## src/verilog/ptv_params.svh

```systemverilog
/*
 * Register offsets, field positions and reset values for the target window block.
 * Assumes byte addressing on a 32-bit register bus.
 */
`ifndef PTV_PARAMS_SVH
`define PTV_PARAMS_SVH

// ----------------------------------------------------------------------------
// Register offsets
// ----------------------------------------------------------------------------
`define PTV_OFF_IMG6_CTL   12'h1C8
`define PTV_OFF_IMG6_BASE  12'h1CC
`define PTV_OFF_IMG6_BOUND 12'h1D0
`define PTV_OFF_IMG6_XOFF  12'h1D4
`define PTV_OFF_IMG7_CTL   12'h1DC
`define PTV_OFF_IMG7_BASE  12'h1E0
`define PTV_OFF_IMG7_BOUND 12'h1E4
`define PTV_OFF_IMG7_XOFF  12'h1E8

// ----------------------------------------------------------------------------
// Control field positions
// ----------------------------------------------------------------------------
`define PTV_CTL_EN_BIT     31
`define PTV_CTL_POSTED_WRITE_ALLOW_BIT   30
`define PTV_CTL_VDW_HI     23
`define PTV_CTL_VDW_LO     22
`define PTV_CTL_VAS_HI     18
`define PTV_CTL_VAS_LO     16
`define PTV_CTL_PGM_BIT    14
`define PTV_CTL_SUP_BIT    12
`define PTV_CTL_VCT_BIT    8
`define PTV_CTL_LAS_BIT    0

// ----------------------------------------------------------------------------
// Reset values
// ----------------------------------------------------------------------------
`define PTV_RST_VDW        2'h2
`define PTV_RST_ADDR       16'h0000

`endif

```

## src/verilog/ptv_pkg.sv

```systemverilog
/*
 * Types shared by the target window block.
 * Assumes nothing beyond a SystemVerilog compiler.
 */
package ptv_pkg;

   typedef enum logic [1:0] {
      PTV_W8  = 2'h0,
      PTV_W16 = 2'h1,
      PTV_W32 = 2'h2,
      PTV_W64 = 2'h3
   } ptv_width_t;

   typedef enum logic [2:0] {
      PTV_A16   = 3'h0,
      PTV_A24   = 3'h1,
      PTV_A32   = 3'h2,
      PTV_RSV3  = 3'h3,
      PTV_RSV4  = 3'h4,
      PTV_CRCSR = 3'h5,
      PTV_USER1 = 3'h6,
      PTV_USER2 = 3'h7
   } ptv_space_t;

   typedef struct packed {
      logic       window_on;
      logic       posted_write_allow;
      ptv_width_t max_vme_width;
      ptv_space_t vme_space_select;
      logic       program_data_select;
      logic       supervisor_select;
      logic       block_transfer_allow;
      logic       pci_space_select;
   } ptv_ctl_t;

   typedef struct packed {
      logic        valid;
      logic [31:0] addr;
      logic        is_io;
      logic        is_write;
   } ptv_pci_req_t;

   typedef struct packed {
      logic        hit;
      logic        image;
      logic [31:0] vme_addr;
      ptv_width_t  width;
      ptv_space_t  space;
      logic        program_am;
      logic        super_am;
      logic        blt_use;
      logic        mblt_allow;
      logic        posted;
      logic        space_bad;
   } ptv_vme_req_t;

endpackage : ptv_pkg

```

## src/verilog/ptv_window.sv

```systemverilog
/*
 * Address windows for PCI target images 6 and 7 of a PCI-to-VMEbus bridge:
 * register file on Avalon-MM, decode, translation and cycle attributes.
 * Assumes the PCI target and the VMEbus master engine sit outside and use the
 * registered decode result one clock after the request is presented.
 */
// Functional notes
// An image claims an address only when it is at or above base and below limit.
// A limit of zero makes the window open-ended above the base.
// Images 6 and 7 compare the limit at 64 Kbyte granularity (bits 31 to 16).
// VMEbus address bits 31 to 16 are PCI bits 31 to 16 plus the offset, two's complement.
// Base, limit and offset live in bits 31 to 16, read/write, low bits reserved, reset zero.
// Width codes 00, 01, 10, 11 give 8, 16, 32, 64 bits and reset to 10.
// Space codes give A16, A24, A32, CR/CSR, User1, User2; 011 and 100 are reserved.
// Program/data select gives data AM codes at 0 and program AM codes at 1.
// Privilege select gives non-privileged AM codes at 0 and supervisory at 1.
// Block-transfer allow permits block transfers when set and forbids them when clear.
// Block-transfer allow counts only for A24 or A32 with 8, 16 or 32 bit width.
// With A24 or A32 and 64-bit width, MBLT may be used whatever block-transfer allow says.
// Posted write allow enables posting at 1, disables at 0, and resets to 0.
// In PCI I/O space posting is ignored and every transfer is coupled.
// PCI space select picks memory space at 0 and I/O space at 1.
// An image decodes only while its window-on bit is 1, which resets to 0.
`timescale 1ns/10ps
`include "ptv_params.svh"

module ptv_window #(
   parameter int ADDR_W = 12
) (
   input  wire logic                  clk,
   input  wire logic                  rst_b,
   input  wire logic [ADDR_W-1:0]     avs_address,
   input  wire logic                  avs_read,
   input  wire logic                  avs_write,
   input  wire logic [31:0]           avs_writedata,
   input  wire logic [3:0]            avs_byteenable,
   output      logic [31:0]           avs_readdata,
   output      logic                  avs_waitrequest,
   output      logic [1:0]            avs_response,
   input  wire ptv_pkg::ptv_pci_req_t pci_req,
   output      ptv_pkg::ptv_vme_req_t vme_req
);

   // -------------------------------------------------------------------------
   // Register storage
   // -------------------------------------------------------------------------
   ptv_pkg::ptv_ctl_t ctl_q   [2];
   logic [15:0]       base_q  [2];
   logic [15:0]       bound_q [2];
   logic [15:0]       xoff_q  [2];

   logic              ack_q;
   logic [31:0]       rdata_q;
   logic [1:0]        resp_q;

   logic              acc;
   logic              img;
   logic [2:0]        sel;
   logic              mapped;

   // Bus decode: sel 0=ctl 1=base 2=bound 3=offset
   always_comb begin
      mapped = 1'b1;
      img    = 1'b0;
      sel    = 3'h0;
      unique case (avs_address)
         `PTV_OFF_IMG6_CTL:   sel = 3'h0;
         `PTV_OFF_IMG6_BASE:  sel = 3'h1;
         `PTV_OFF_IMG6_BOUND: sel = 3'h2;
         `PTV_OFF_IMG6_XOFF:  sel = 3'h3;
         `PTV_OFF_IMG7_CTL:   begin img = 1'b1; sel = 3'h0; end
         `PTV_OFF_IMG7_BASE:  begin img = 1'b1; sel = 3'h1; end
         `PTV_OFF_IMG7_BOUND: begin img = 1'b1; sel = 3'h2; end
         `PTV_OFF_IMG7_XOFF:  begin img = 1'b1; sel = 3'h3; end
         default:             mapped = 1'b0;
      endcase
   end

   assign acc             = (avs_read | avs_write) & ~ack_q;
   assign avs_waitrequest = (avs_read | avs_write) & ~ack_q;
   assign avs_readdata    = rdata_q;
   assign avs_response    = resp_q;

   // -------------------------------------------------------------------------
   // Bus handshake: one wait state, answer on the second edge
   // -------------------------------------------------------------------------
   always_ff @(posedge clk) begin
      if (!rst_b) begin
         ack_q <= 1'b0;
      end else begin
         ack_q <= acc;
      end
   end

   function automatic logic [31:0] ctl_word(input ptv_pkg::ptv_ctl_t c);
      logic [31:0] w;
      w                                      = 32'h0000_0000;
      w[`PTV_CTL_EN_BIT]                     = c.window_on;
      w[`PTV_CTL_POSTED_WRITE_ALLOW_BIT]                   = c.posted_write_allow;
      w[`PTV_CTL_VDW_HI:`PTV_CTL_VDW_LO]     = c.max_vme_width;
      w[`PTV_CTL_VAS_HI:`PTV_CTL_VAS_LO]     = c.vme_space_select;
      w[`PTV_CTL_PGM_BIT]                    = c.program_data_select;
      w[`PTV_CTL_SUP_BIT]                    = c.supervisor_select;
      w[`PTV_CTL_VCT_BIT]                    = c.block_transfer_allow;
      w[`PTV_CTL_LAS_BIT]                    = c.pci_space_select;
      return w;
   endfunction : ctl_word

   // Read data and response, latched when the access is taken
   always_ff @(posedge clk) begin
      if (!rst_b) begin
         rdata_q <= 32'h0000_0000;
         resp_q  <= 2'h0;
      end else if (acc) begin
         resp_q  <= mapped ? 2'h0 : 2'h3;
         rdata_q <= 32'h0000_0000;
         if (avs_read && mapped) begin
            unique case (sel)
               3'h0:    rdata_q <= ctl_word(ctl_q[img]);
               3'h1:    rdata_q <= {base_q[img], 16'h0000};
               3'h2:    rdata_q <= {bound_q[img], 16'h0000};
               default: rdata_q <= {xoff_q[img], 16'h0000};
            endcase
         end
      end
   end

   // -------------------------------------------------------------------------
   // Register writes, byte lanes honoured
   // -------------------------------------------------------------------------
   logic wr_go;
   assign wr_go = acc & avs_write & mapped;

   always_ff @(posedge clk) begin
      if (!rst_b) begin
         for (int i = 0; i < 2; i++) begin
            ctl_q[i]                      <= '0;
            ctl_q[i].max_vme_width        <= ptv_pkg::ptv_width_t'(`PTV_RST_VDW);
            ctl_q[i].posted_write_allow   <= 1'b0;
         end
      end else if (wr_go && sel == 3'h0) begin
         if (avs_byteenable[3]) begin
            ctl_q[img].window_on          <= avs_writedata[`PTV_CTL_EN_BIT];
            ctl_q[img].posted_write_allow <= avs_writedata[`PTV_CTL_POSTED_WRITE_ALLOW_BIT];
         end
         if (avs_byteenable[2]) begin
            ctl_q[img].max_vme_width      <= ptv_pkg::ptv_width_t'(
                                             avs_writedata[`PTV_CTL_VDW_HI:`PTV_CTL_VDW_LO]);
            ctl_q[img].vme_space_select   <= ptv_pkg::ptv_space_t'(
                                             avs_writedata[`PTV_CTL_VAS_HI:`PTV_CTL_VAS_LO]);
         end
         if (avs_byteenable[1]) begin
            ctl_q[img].program_data_select  <= avs_writedata[`PTV_CTL_PGM_BIT];
            ctl_q[img].supervisor_select    <= avs_writedata[`PTV_CTL_SUP_BIT];
            ctl_q[img].block_transfer_allow <= avs_writedata[`PTV_CTL_VCT_BIT];
         end
         if (avs_byteenable[0]) begin
            ctl_q[img].pci_space_select   <= avs_writedata[`PTV_CTL_LAS_BIT];
         end
      end
   end

   always_ff @(posedge clk) begin
      if (!rst_b) begin
         for (int i = 0; i < 2; i++) begin
            base_q[i]  <= `PTV_RST_ADDR;
            bound_q[i] <= `PTV_RST_ADDR;
            xoff_q[i]  <= `PTV_RST_ADDR;
         end
      end else if (wr_go) begin
         for (int b = 0; b < 2; b++) begin
            if (avs_byteenable[2+b]) begin
               unique case (sel)
                  3'h1:    base_q[img][8*b +: 8]  <= avs_writedata[16+8*b +: 8];
                  3'h2:    bound_q[img][8*b +: 8] <= avs_writedata[16+8*b +: 8];
                  3'h3:    xoff_q[img][8*b +: 8]  <= avs_writedata[16+8*b +: 8];
                  default: ;
               endcase
            end
         end
      end
   end

   // -------------------------------------------------------------------------
   // Window decode and translation
   // -------------------------------------------------------------------------
   logic [1:0]  hit;
   logic        pick;
   logic [15:0] page;

   logic [1:0]  on_ok;
   logic [1:0]  spc_ok;
   logic [1:0]  lo_ok;
   logic [1:0]  hi_ok;
   logic [1:0]  open_up;

   assign page = pci_req.addr[31:16];

   // Compare terms, one set per image
   always_comb begin
      for (int i = 0; i < 2; i++) begin
         on_ok[i]   = ctl_q[i].window_on;
         spc_ok[i]  = pci_req.is_io == ctl_q[i].pci_space_select;
         lo_ok[i]   = page >= base_q[i];
         open_up[i] = bound_q[i] == 16'h0000;
         hi_ok[i]   = open_up[i] | (page < bound_q[i]);
      end
   end

   always_comb begin
      for (int i = 0; i < 2; i++) begin
         hit[i] = pci_req.valid
                & on_ok[i]
                & spc_ok[i]
                & lo_ok[i]
                & hi_ok[i];
      end
   end

   // Image 6 wins when both windows claim the address
   assign pick = ~hit[0];

   // -------------------------------------------------------------------------
   // Attributes of the chosen image
   // -------------------------------------------------------------------------
   ptv_pkg::ptv_ctl_t sel_ctl;
   logic [15:0]       sel_xoff;
   logic [15:0]       vme_hi;
   logic              any_hit;
   logic              a2432;
   logic              wide64;
   logic              rsv_space;

   assign sel_ctl  = ctl_q[pick];
   assign sel_xoff = xoff_q[pick];
   assign any_hit  = |hit;

   // Upper address wraps at 16 bits, as a two's complement offset should
   assign vme_hi = 16'(page + sel_xoff);

   assign a2432 = (sel_ctl.vme_space_select == ptv_pkg::PTV_A24)
                | (sel_ctl.vme_space_select == ptv_pkg::PTV_A32);

   assign wide64 = sel_ctl.max_vme_width == ptv_pkg::PTV_W64;

   assign rsv_space = (sel_ctl.vme_space_select == ptv_pkg::PTV_RSV3)
                    | (sel_ctl.vme_space_select == ptv_pkg::PTV_RSV4);

   // -------------------------------------------------------------------------
   // Registered decode result, one flop group per concern
   // -------------------------------------------------------------------------
   logic                hit_q;
   logic                image_q;
   logic [31:0]         vaddr_q;
   ptv_pkg::ptv_width_t width_q;
   ptv_pkg::ptv_space_t space_q;
   logic                space_bad_q;
   logic                program_am_q;
   logic                super_am_q;
   logic                blt_use_q;
   logic                mblt_allow_q;
   logic                posted_q;

   // Claim and chosen image
   always_ff @(posedge clk) begin
      if (!rst_b) begin
         hit_q   <= 1'b0;
         image_q <= 1'b0;
      end else begin
         hit_q   <= any_hit;
         image_q <= pick;
      end
   end

   // Translated address; the low half passes straight through
   always_ff @(posedge clk) begin
      if (!rst_b) begin
         vaddr_q <= 32'h0000_0000;
      end else begin
         vaddr_q <= {vme_hi, pci_req.addr[15:0]};
      end
   end

   // Data width for the engine
   always_ff @(posedge clk) begin
      if (!rst_b) begin
         width_q <= ptv_pkg::PTV_W8;
      end else begin
         width_q <= sel_ctl.max_vme_width;
      end
   end

   // Address space for the engine
   always_ff @(posedge clk) begin
      if (!rst_b) begin
         space_q <= ptv_pkg::PTV_A16;
      end else begin
         space_q <= sel_ctl.vme_space_select;
      end
   end

   // Reserved space codes are flagged so the engine can refuse them
   always_ff @(posedge clk) begin
      if (!rst_b) begin
         space_bad_q <= 1'b0;
      end else begin
         space_bad_q <= rsv_space;
      end
   end

   // Program or data address-modifier codes
   always_ff @(posedge clk) begin
      if (!rst_b) begin
         program_am_q <= 1'b0;
      end else begin
         program_am_q <= sel_ctl.program_data_select;
      end
   end

   // Supervisory or non-privileged address-modifier codes
   always_ff @(posedge clk) begin
      if (!rst_b) begin
         super_am_q <= 1'b0;
      end else begin
         super_am_q <= sel_ctl.supervisor_select;
      end
   end

   // Block transfers only in A24 or A32 below 64-bit width
   always_ff @(posedge clk) begin
      if (!rst_b) begin
         blt_use_q <= 1'b0;
      end else begin
         blt_use_q <= sel_ctl.block_transfer_allow
                    & a2432 & ~wide64;
      end
   end

   // Multiplexed block transfers do not look at the allow bit
   always_ff @(posedge clk) begin
      if (!rst_b) begin
         mblt_allow_q <= 1'b0;
      end else begin
         mblt_allow_q <= a2432 & wide64;
      end
   end

   // Posting needs a claimed write through a memory-space image;
   // an I/O image always runs coupled whatever its allow bit says
   always_ff @(posedge clk) begin
      if (!rst_b) begin
         posted_q <= 1'b0;
      end else begin
         posted_q <= any_hit & sel_ctl.posted_write_allow
                   & pci_req.is_write & ~sel_ctl.pci_space_select;
      end
   end

   // Output carrier
   always_comb begin
      vme_req            = '0;
      vme_req.hit        = hit_q;
      vme_req.image      = image_q;
      vme_req.vme_addr   = vaddr_q;
      vme_req.width      = width_q;
      vme_req.space      = space_q;
      vme_req.space_bad  = space_bad_q;
      vme_req.program_am = program_am_q;
      vme_req.super_am   = super_am_q;
      vme_req.blt_use    = blt_use_q;
      vme_req.mblt_allow = mblt_allow_q;
      vme_req.posted     = posted_q;
   end

endmodule : ptv_window

```

## config.mk

```make
export PLATFORM = sky130hd
export DESIGN_NAME = ptv_window
export DESIGN_NICKNAME = d
export VERILOG_FILES = /design/src/verilog/ptv_pkg.sv /design/src/verilog/ptv_window.sv
export VERILOG_INCLUDE_DIRS = /design/src /design/src/verilog
export SDC_FILE = /design/constraint.sdc
export NUM_CORES = 1
export LEC_CHECK = 0
export ABC_AREA = 1
export BUFFER_PORTS_ARGS = -buffer_cell sky130_fd_sc_hd__buf_2
export CORE_AREA = 4 4 145 147
export CTS_CLUSTER_DIAMETER = 120
export CTS_CLUSTER_SIZE = 25
export DETAILED_ROUTE_END_ITERATION = 16
export DIE_AREA = 0 0 149 151
export GPL_TIMING_DRIVEN = 0
export PLACE_DENSITY = 0.77
export REMOVE_ABC_BUFFERS = 1
export SYNTH_ARGS = -nofsm -noshare
export SYNTH_HDL_FRONTEND = slang
export SYNTH_SLANG_ARGS = --single-unit
```

## constraint.sdc

```tcl
create_clock -name clk -period 5 [get_ports clk]
set_input_delay 1.25 -clock clk [delete_from_list [all_inputs] [get_ports clk]]
set_output_delay 1.25 -clock clk [all_outputs]
set_load 0.03 [all_outputs]
```

-- After elaboration in Yosys (flattened, before gate mapping)
Memory sizes are Yosys's and may differ from the RTL's.
Index checks and enable logic that the tools add are counted.
- flip-flop bits (word level): 80
- output and inout bits: 80
- bits of input ports: 87
- memories kept: 4
- RAM bits: 118
- word-level logic and storage cells: 152
- add/subtract/negate cells: 1
- equality and inequality tests: 18
- magnitude comparators: 4
- muxes and demuxes: 66
- reduce and logical (&&, ||, !) cells: 15
- bitwise operators: 30
- memory list (memory ; depth ; bits a word ; rd ports ; clocked after memory_dff ; write ports ; line ; source):
    base_q ; 2 ; 16 ; 3 ; 0 ; 2 ; ptv_window.sv:48 ; logic [15:0] base_q [2];
    bound_q ; 2 ; 16 ; 3 ; 0 ; 2 ; ptv_window.sv:49 ; logic [15:0] bound_q [2];
    xoff_q ; 2 ; 16 ; 2 ; 0 ; 2 ; ptv_window.sv:50 ; logic [15:0] xoff_q [2];
    ctl_q ; 2 ; 11 ; 4 ; 0 ; 2 ; ptv_window.sv:47 ; ptv_pkg::ptv_ctl_t ctl_q [2];
- operator list (operator ; number):
    == test 12 x 9 -> 1 bit, second input constant ; 8
    one-hot mux 32 bit (3 select lines) ; 1
    two-way mux 1 bit ; 52
    two-way mux 16 bit ; 3
    OR reduction 16 bit ; 3
    greater-or-equal comparator 16 bit ; 2
    logical NOT 16 bit ; 2
    less-than comparator 16 bit ; 2
    two-way mux 32 bit ; 1
    AND 1 bit ; 17
    adder 16 bit ; 1
    == test 3 x 2 -> 1 bit, second input constant ; 4
    two-way mux 2 bit ; 6
    two-way mux 11 bit ; 1
    OR reduction 11 bit ; 1
    OR 1 bit ; 9
    OR reduction 2 bit ; 4
    OR reduction 8 bit ; 1
    == test 3 x 1 -> 1 bit, second input constant ; 2
    two-way mux 6 bit ; 1
    one-hot mux 2 bit (3 select lines) ; 1
    NOT 1 bit ; 4
    OR reduction 4 bit ; 1
    == test 3 bit, second input constant ; 1
    other kinds (4) ; 6

-- Depth between registers and ports, before layout
- word-level depth: 11
- depth in mapped cells: 29
- depth with buffers taken out: 27

-- Least setup slack after synthesis
No wires, ideal clock.
- path kind: input to register
- start point: input port pci_req[33] (netlist name)
- end point: register vaddr_q[28]
- data required time: 4.878 ns
- path buffers: 2
- slack: 0.673 ns
- setup time: 0.122 ns
- arrival: 4.205 ns
- stages: 26
- path through: ha_1 -> nand2_1 -> inv_1 -> nand3_1 -> nor3_1 -> nand2_1 -> nand2_1 -> nand2_1 -> nand2_1 -> inv_1 -> buf_2 -> buf_2 -> nand2_1 -> nand2_1 -> ha_1 -> fa_1 -> nand3_1 -> nand3_1 -> inv_1 -> nor2_1 -> nor2_1 -> o21ai_0 -> a21boi_0 -> o21ai_0 -> o21ai_0 -> a21oi_1
- cells in the longest elaborated chain, start to end: 6
- elaborated cells on any way between the ends: 8
- classes of those cells: add/sub: 1; order compare: 2; bitwise: 4; memory: 1
- ends and longest elaborated chain (element ; line ; source):
    start: declaration ; ptv_window.sv:40 ; input wire ptv_pkg::ptv_pci_req_t pci_req,
    greater-or-equal comparator 16 bit / less-than comparator 16 bit (equally long branches) ; ptv_window.sv:204, ptv_window.sv:206 ;
    AND 1 bit / OR 1 bit (equally long branches) ; ptv_window.sv:215, ptv_window.sv:206 ;
    AND 1 bit * ; ptv_window.sv:216 ; & hi_ok[i];
    NOT 1 bit * ; ptv_window.sv:221 ; assign pick = ~hit[0];
    memory (2 x 16 bit) * ; n/a ;
    adder 16 bit * ; ptv_window.sv:239 ; assign vme_hi = 16'(page + sel_xoff);
    end signal: assignment ; ptv_window.sv:280 ; vaddr_q <= {vme_hi, pci_req.addr[15:0]};
    end: declaration ; ptv_window.sv:254 ; logic [31:0] vaddr_q;
Every way passes the cells marked *; elsewhere a longest branch is shown, timed or not.
A chain may end at the register's enable or synchronous reset.

-- Final worst setup path
- start point: input port pci_req[18] (netlist name)
- end point: register vaddr_q[31]
- cells in the longest elaborated chain, start to end: 6
- elaborated cells on any way between the ends: 8
- classes of those cells: add/sub: 1; order compare: 2; bitwise: 4; memory: 1
- ends and longest elaborated chain (element ; line):
    greater-or-equal comparator 16 bit / less-than comparator 16 bit (equally long branches) ; ptv_window.sv:204, ptv_window.sv:206
    AND 1 bit / OR 1 bit (equally long branches) ; ptv_window.sv:215, ptv_window.sv:206
    AND 1 bit ; ptv_window.sv:216
    NOT 1 bit ; ptv_window.sv:221
    memory (2 x 16 bit) ; n/a
    adder 16 bit * ; ptv_window.sv:239
Marks and branches as above.

==> impl_results.md <==
* Synthesized flop and latch total at 185
* Via-per-instance ratio at 5.43
* Result of the run: finished, final reports clean
* # fillers at 1,768
* FF+latch area at 4880 µm²
* Initial DRC Count at 760
* I/O pins at 167
* Initial antenna violation count at 0
* Syn_area_per_cell at 8.24 µm²
* Area grow syn2layout at 13.6%
* Seq/Total Area, Yosys at 0.454
* Final setup vio count at 0
* Number of placement rows at 52
* Routed wire length at 28.1 mm
* CP max FO at 12
* Chip Width at 149 µm
* Critical path startpoint category: input pin
* Worst path required time at 5.38 ns
* Warnings, synthesis at 0
* GRT overflow at 0
* Fmax at 216 MHz
* Wirelength per Cell at 16.4 µm
* Mapped Area at 10,800 µm²
* Post-route cell area at 12,200 µm²
* Commonest non-fill, non-tap cell in the layout: nand2_1
* PwrDens at 287 nW/µm²
* Relative slew slack at 0.156
* Slew Viols, Final at 0
* Distinct cells, synth at 45
* Worst vdd ir at 0.202 mV
* Post-Synth Adder-Cell Area at 0.0915
* RSZ-0062 raised after global routing: no
* Final Hold Fails at 0
* Crit path kind: in2reg
* Hold crit path type: reg2reg
* Dpl hpwl at 20.2 mm
* Height of the chip at 151 µm
* DRC at 0
* Clock slew at reported path FFs at 0.07 ns
* Max_cap viols at 0
* LEAKAGE at 5.79 nW
* Later-pin clock latency in the skew report at 0.44 ns
* Post-synthesis compound-gate area fraction at 0.111
* Total CTS buffers at 17
* Final core occ at 0.613
* Synth Area in XOR/XNOR at 0.000815
* Largest family of logic cells by synthesized area: simple AND/OR/NAND/NOR gates
* Core Area at 19,900 µm²
* Period minus WS final at 4.63 ns
* Drt first pass iters at 6
* Post-synthesis mux area share at 0
* CTS root buffer: clkbuf_16
* Antenna Nets Post-Route at 0
* Synth area leader: edfxtp_1
* Synth Area in Simple Gates at 0.247
* Vias in the first global route at 8,610
* Layout Nets at 1,592
* Post-Synthesis Cells at 1,304
* Worst setup EP type: flip-flop
* CTS tree: done
* Fraction of layout cells with a size suffix above 1 at 0.165
* Synth top area share at 0.330
* Total Routing Usage GR at 0.249
* First-pass GRT wire length at 43.1 mm
* Largest net degree at the start of global routing at 85
* Fin crit share at 0.925
* Die Footprint at 22,500 µm²
* Clk sinks at 185
* Clock skew at 0.0102 ns
* DP Area at 11,500 µm²
* Starting density of the core at 0.540
* H-tree lvl count at 4
* Arr. time, crit path at 5.01 ns
* Slew @ Worst Pin at 1.27 ns
* Final setup TNS at 0 ns
* Most frequent cells in the layout: nand2_1 (290), inv_1 (172), nor2_1 (165)
* Antenna diodes at 0
* Ranking of synthesized cells by area: edfxtp_1 (33%), dfxtp_1 (12%), nand2_1 (10%)
* Buffers on Ports at 142
* Clock Tree Buf Depth at 2
* Placer Congestion at 0.929
* Final hold slack at 0.464 ns
* Multi-input gate area at 4920 µm²
* Vias at 9,280
[where the power goes]
part	internal [mW]	switching, mW	total [mW]
combinational	0.131	0.306	0.436
sequential	1.68	0.0232	1.70
clock	0.700	0.665	1.37
total	2.51	0.995	3.50
[worst max-delay path, cell delays in order]
cell	delay [ns]
buf_2	0.11
inv_1	0.09
ha_1	0.28
nand2_1	0.04
nand3_1	0.09
nand2_1	0.07
nand2_1	0.06
nand2_1	0.05
nand2_1	0.13
nand2_1	0.14
a21oi_4	0.31
nand2_8	0.15
clkinvlp_4	0.17
buf_4	0.17
buf_12	0.12
nand2_1	0.05
o21ai_0	0.10
ha_1	0.32
a21oi_1	0.20
nor2_1	0.06
a211oi_1	0.23
nand3_1	0.24
nand2_1	0.11
nand3_1	0.15
nand3_1	0.13
nand2_1	0.05
nor2_1	0.11
[state kept, by name, summed over array words and instances, names as in the netlist, 2 cells and up]
register	cells
ctl_q	22
xoff_q	32
base_q	32
vaddr_q	32
avs_readdata	20
space_q	3
width_q	2
bound_q	32
[area by class of cell]
type	count	share of cell area
clock buffers	18	0.0369
clock inverters	14	0.0125
inverters	181	0.0560
multi-input cells	893	0.403
flip-flops and latches	185	0.400
well taps	270	0.0277
repair buffers	148	0.0629
repair inverters	1	0.000615
[worst paths after layout]
kind	endpoint	startpoint	slack, ns	cells after the start
worst max register to register	vaddr_q[31]	base_q[0][9]	0.98	23
worst min register to register	avs_readdata[18]	avs_readdata[18]	0.46	2
worst min-delay path	avs_readdata[18]	avs_readdata[18]	0.46	2
worst max-delay path	vaddr_q[31]	pci_req[18]	0.37	27
[cell families after synthesis]
kind of cell	Yosys count
and+or+nand+nor	595
buffers and inverters	238
AOI/OAI and AO/OA	206
DFF	185
adders and majority gates	78
xor gates and xnor gates	1
other	1
[synthesized netlist by cell type (all sizes together)]
cell type,instances
nand3,65
buf,45
and2,1
clkbuf,12
a211oi,1
nand3b,3
inv,181
ha,77
o211ai,44
nor3,12
edfxtp,118
nand2,308
dfxtp,67
o2111ai,1
a22oi,1
nand4,14
nor2,181
o21bai,1
a31oi,2
a21boi,1
fa,1
nor4,9
xnor2,1
or2,2
a21oi,86
o21a,5
o21ai,61
conb,1
a21o,3
[routing by layer]
layer  global-route usage  vias to the layer above  wire length, µm
met5                    0                        -                0
met4                0.105                        0              804
met1                0.328                     4251            11400
li1                     -                     4534                -
met2                0.410                      437            13400
met3               0.0386                       58             2550
[stage by stage]
stage | cells | total power [mW] | worst slack (ns)
floorplan | 1258 | 2.00 | 0.330
global placement | 1670 | 2.14 | -1.35
global route | 1710 | 3.63 | 0.116
finish | 1710 | 3.50 | 0.375
detailed placement | 1670 | 2.15 | -1.47
CTS | 1706 | 3.49 | 0.0500
[timing repair]
item / CTS / global route
setup endpoints to repair: 13 / 5
pin swaps: 0 / 2
setup buffers: 3 / 3
gates cloned: 1 / 1
gates resized for setup: 4 / 4
hold buffers: 0 / 0
No activity file was read; power rests on OpenSTA's default activity.
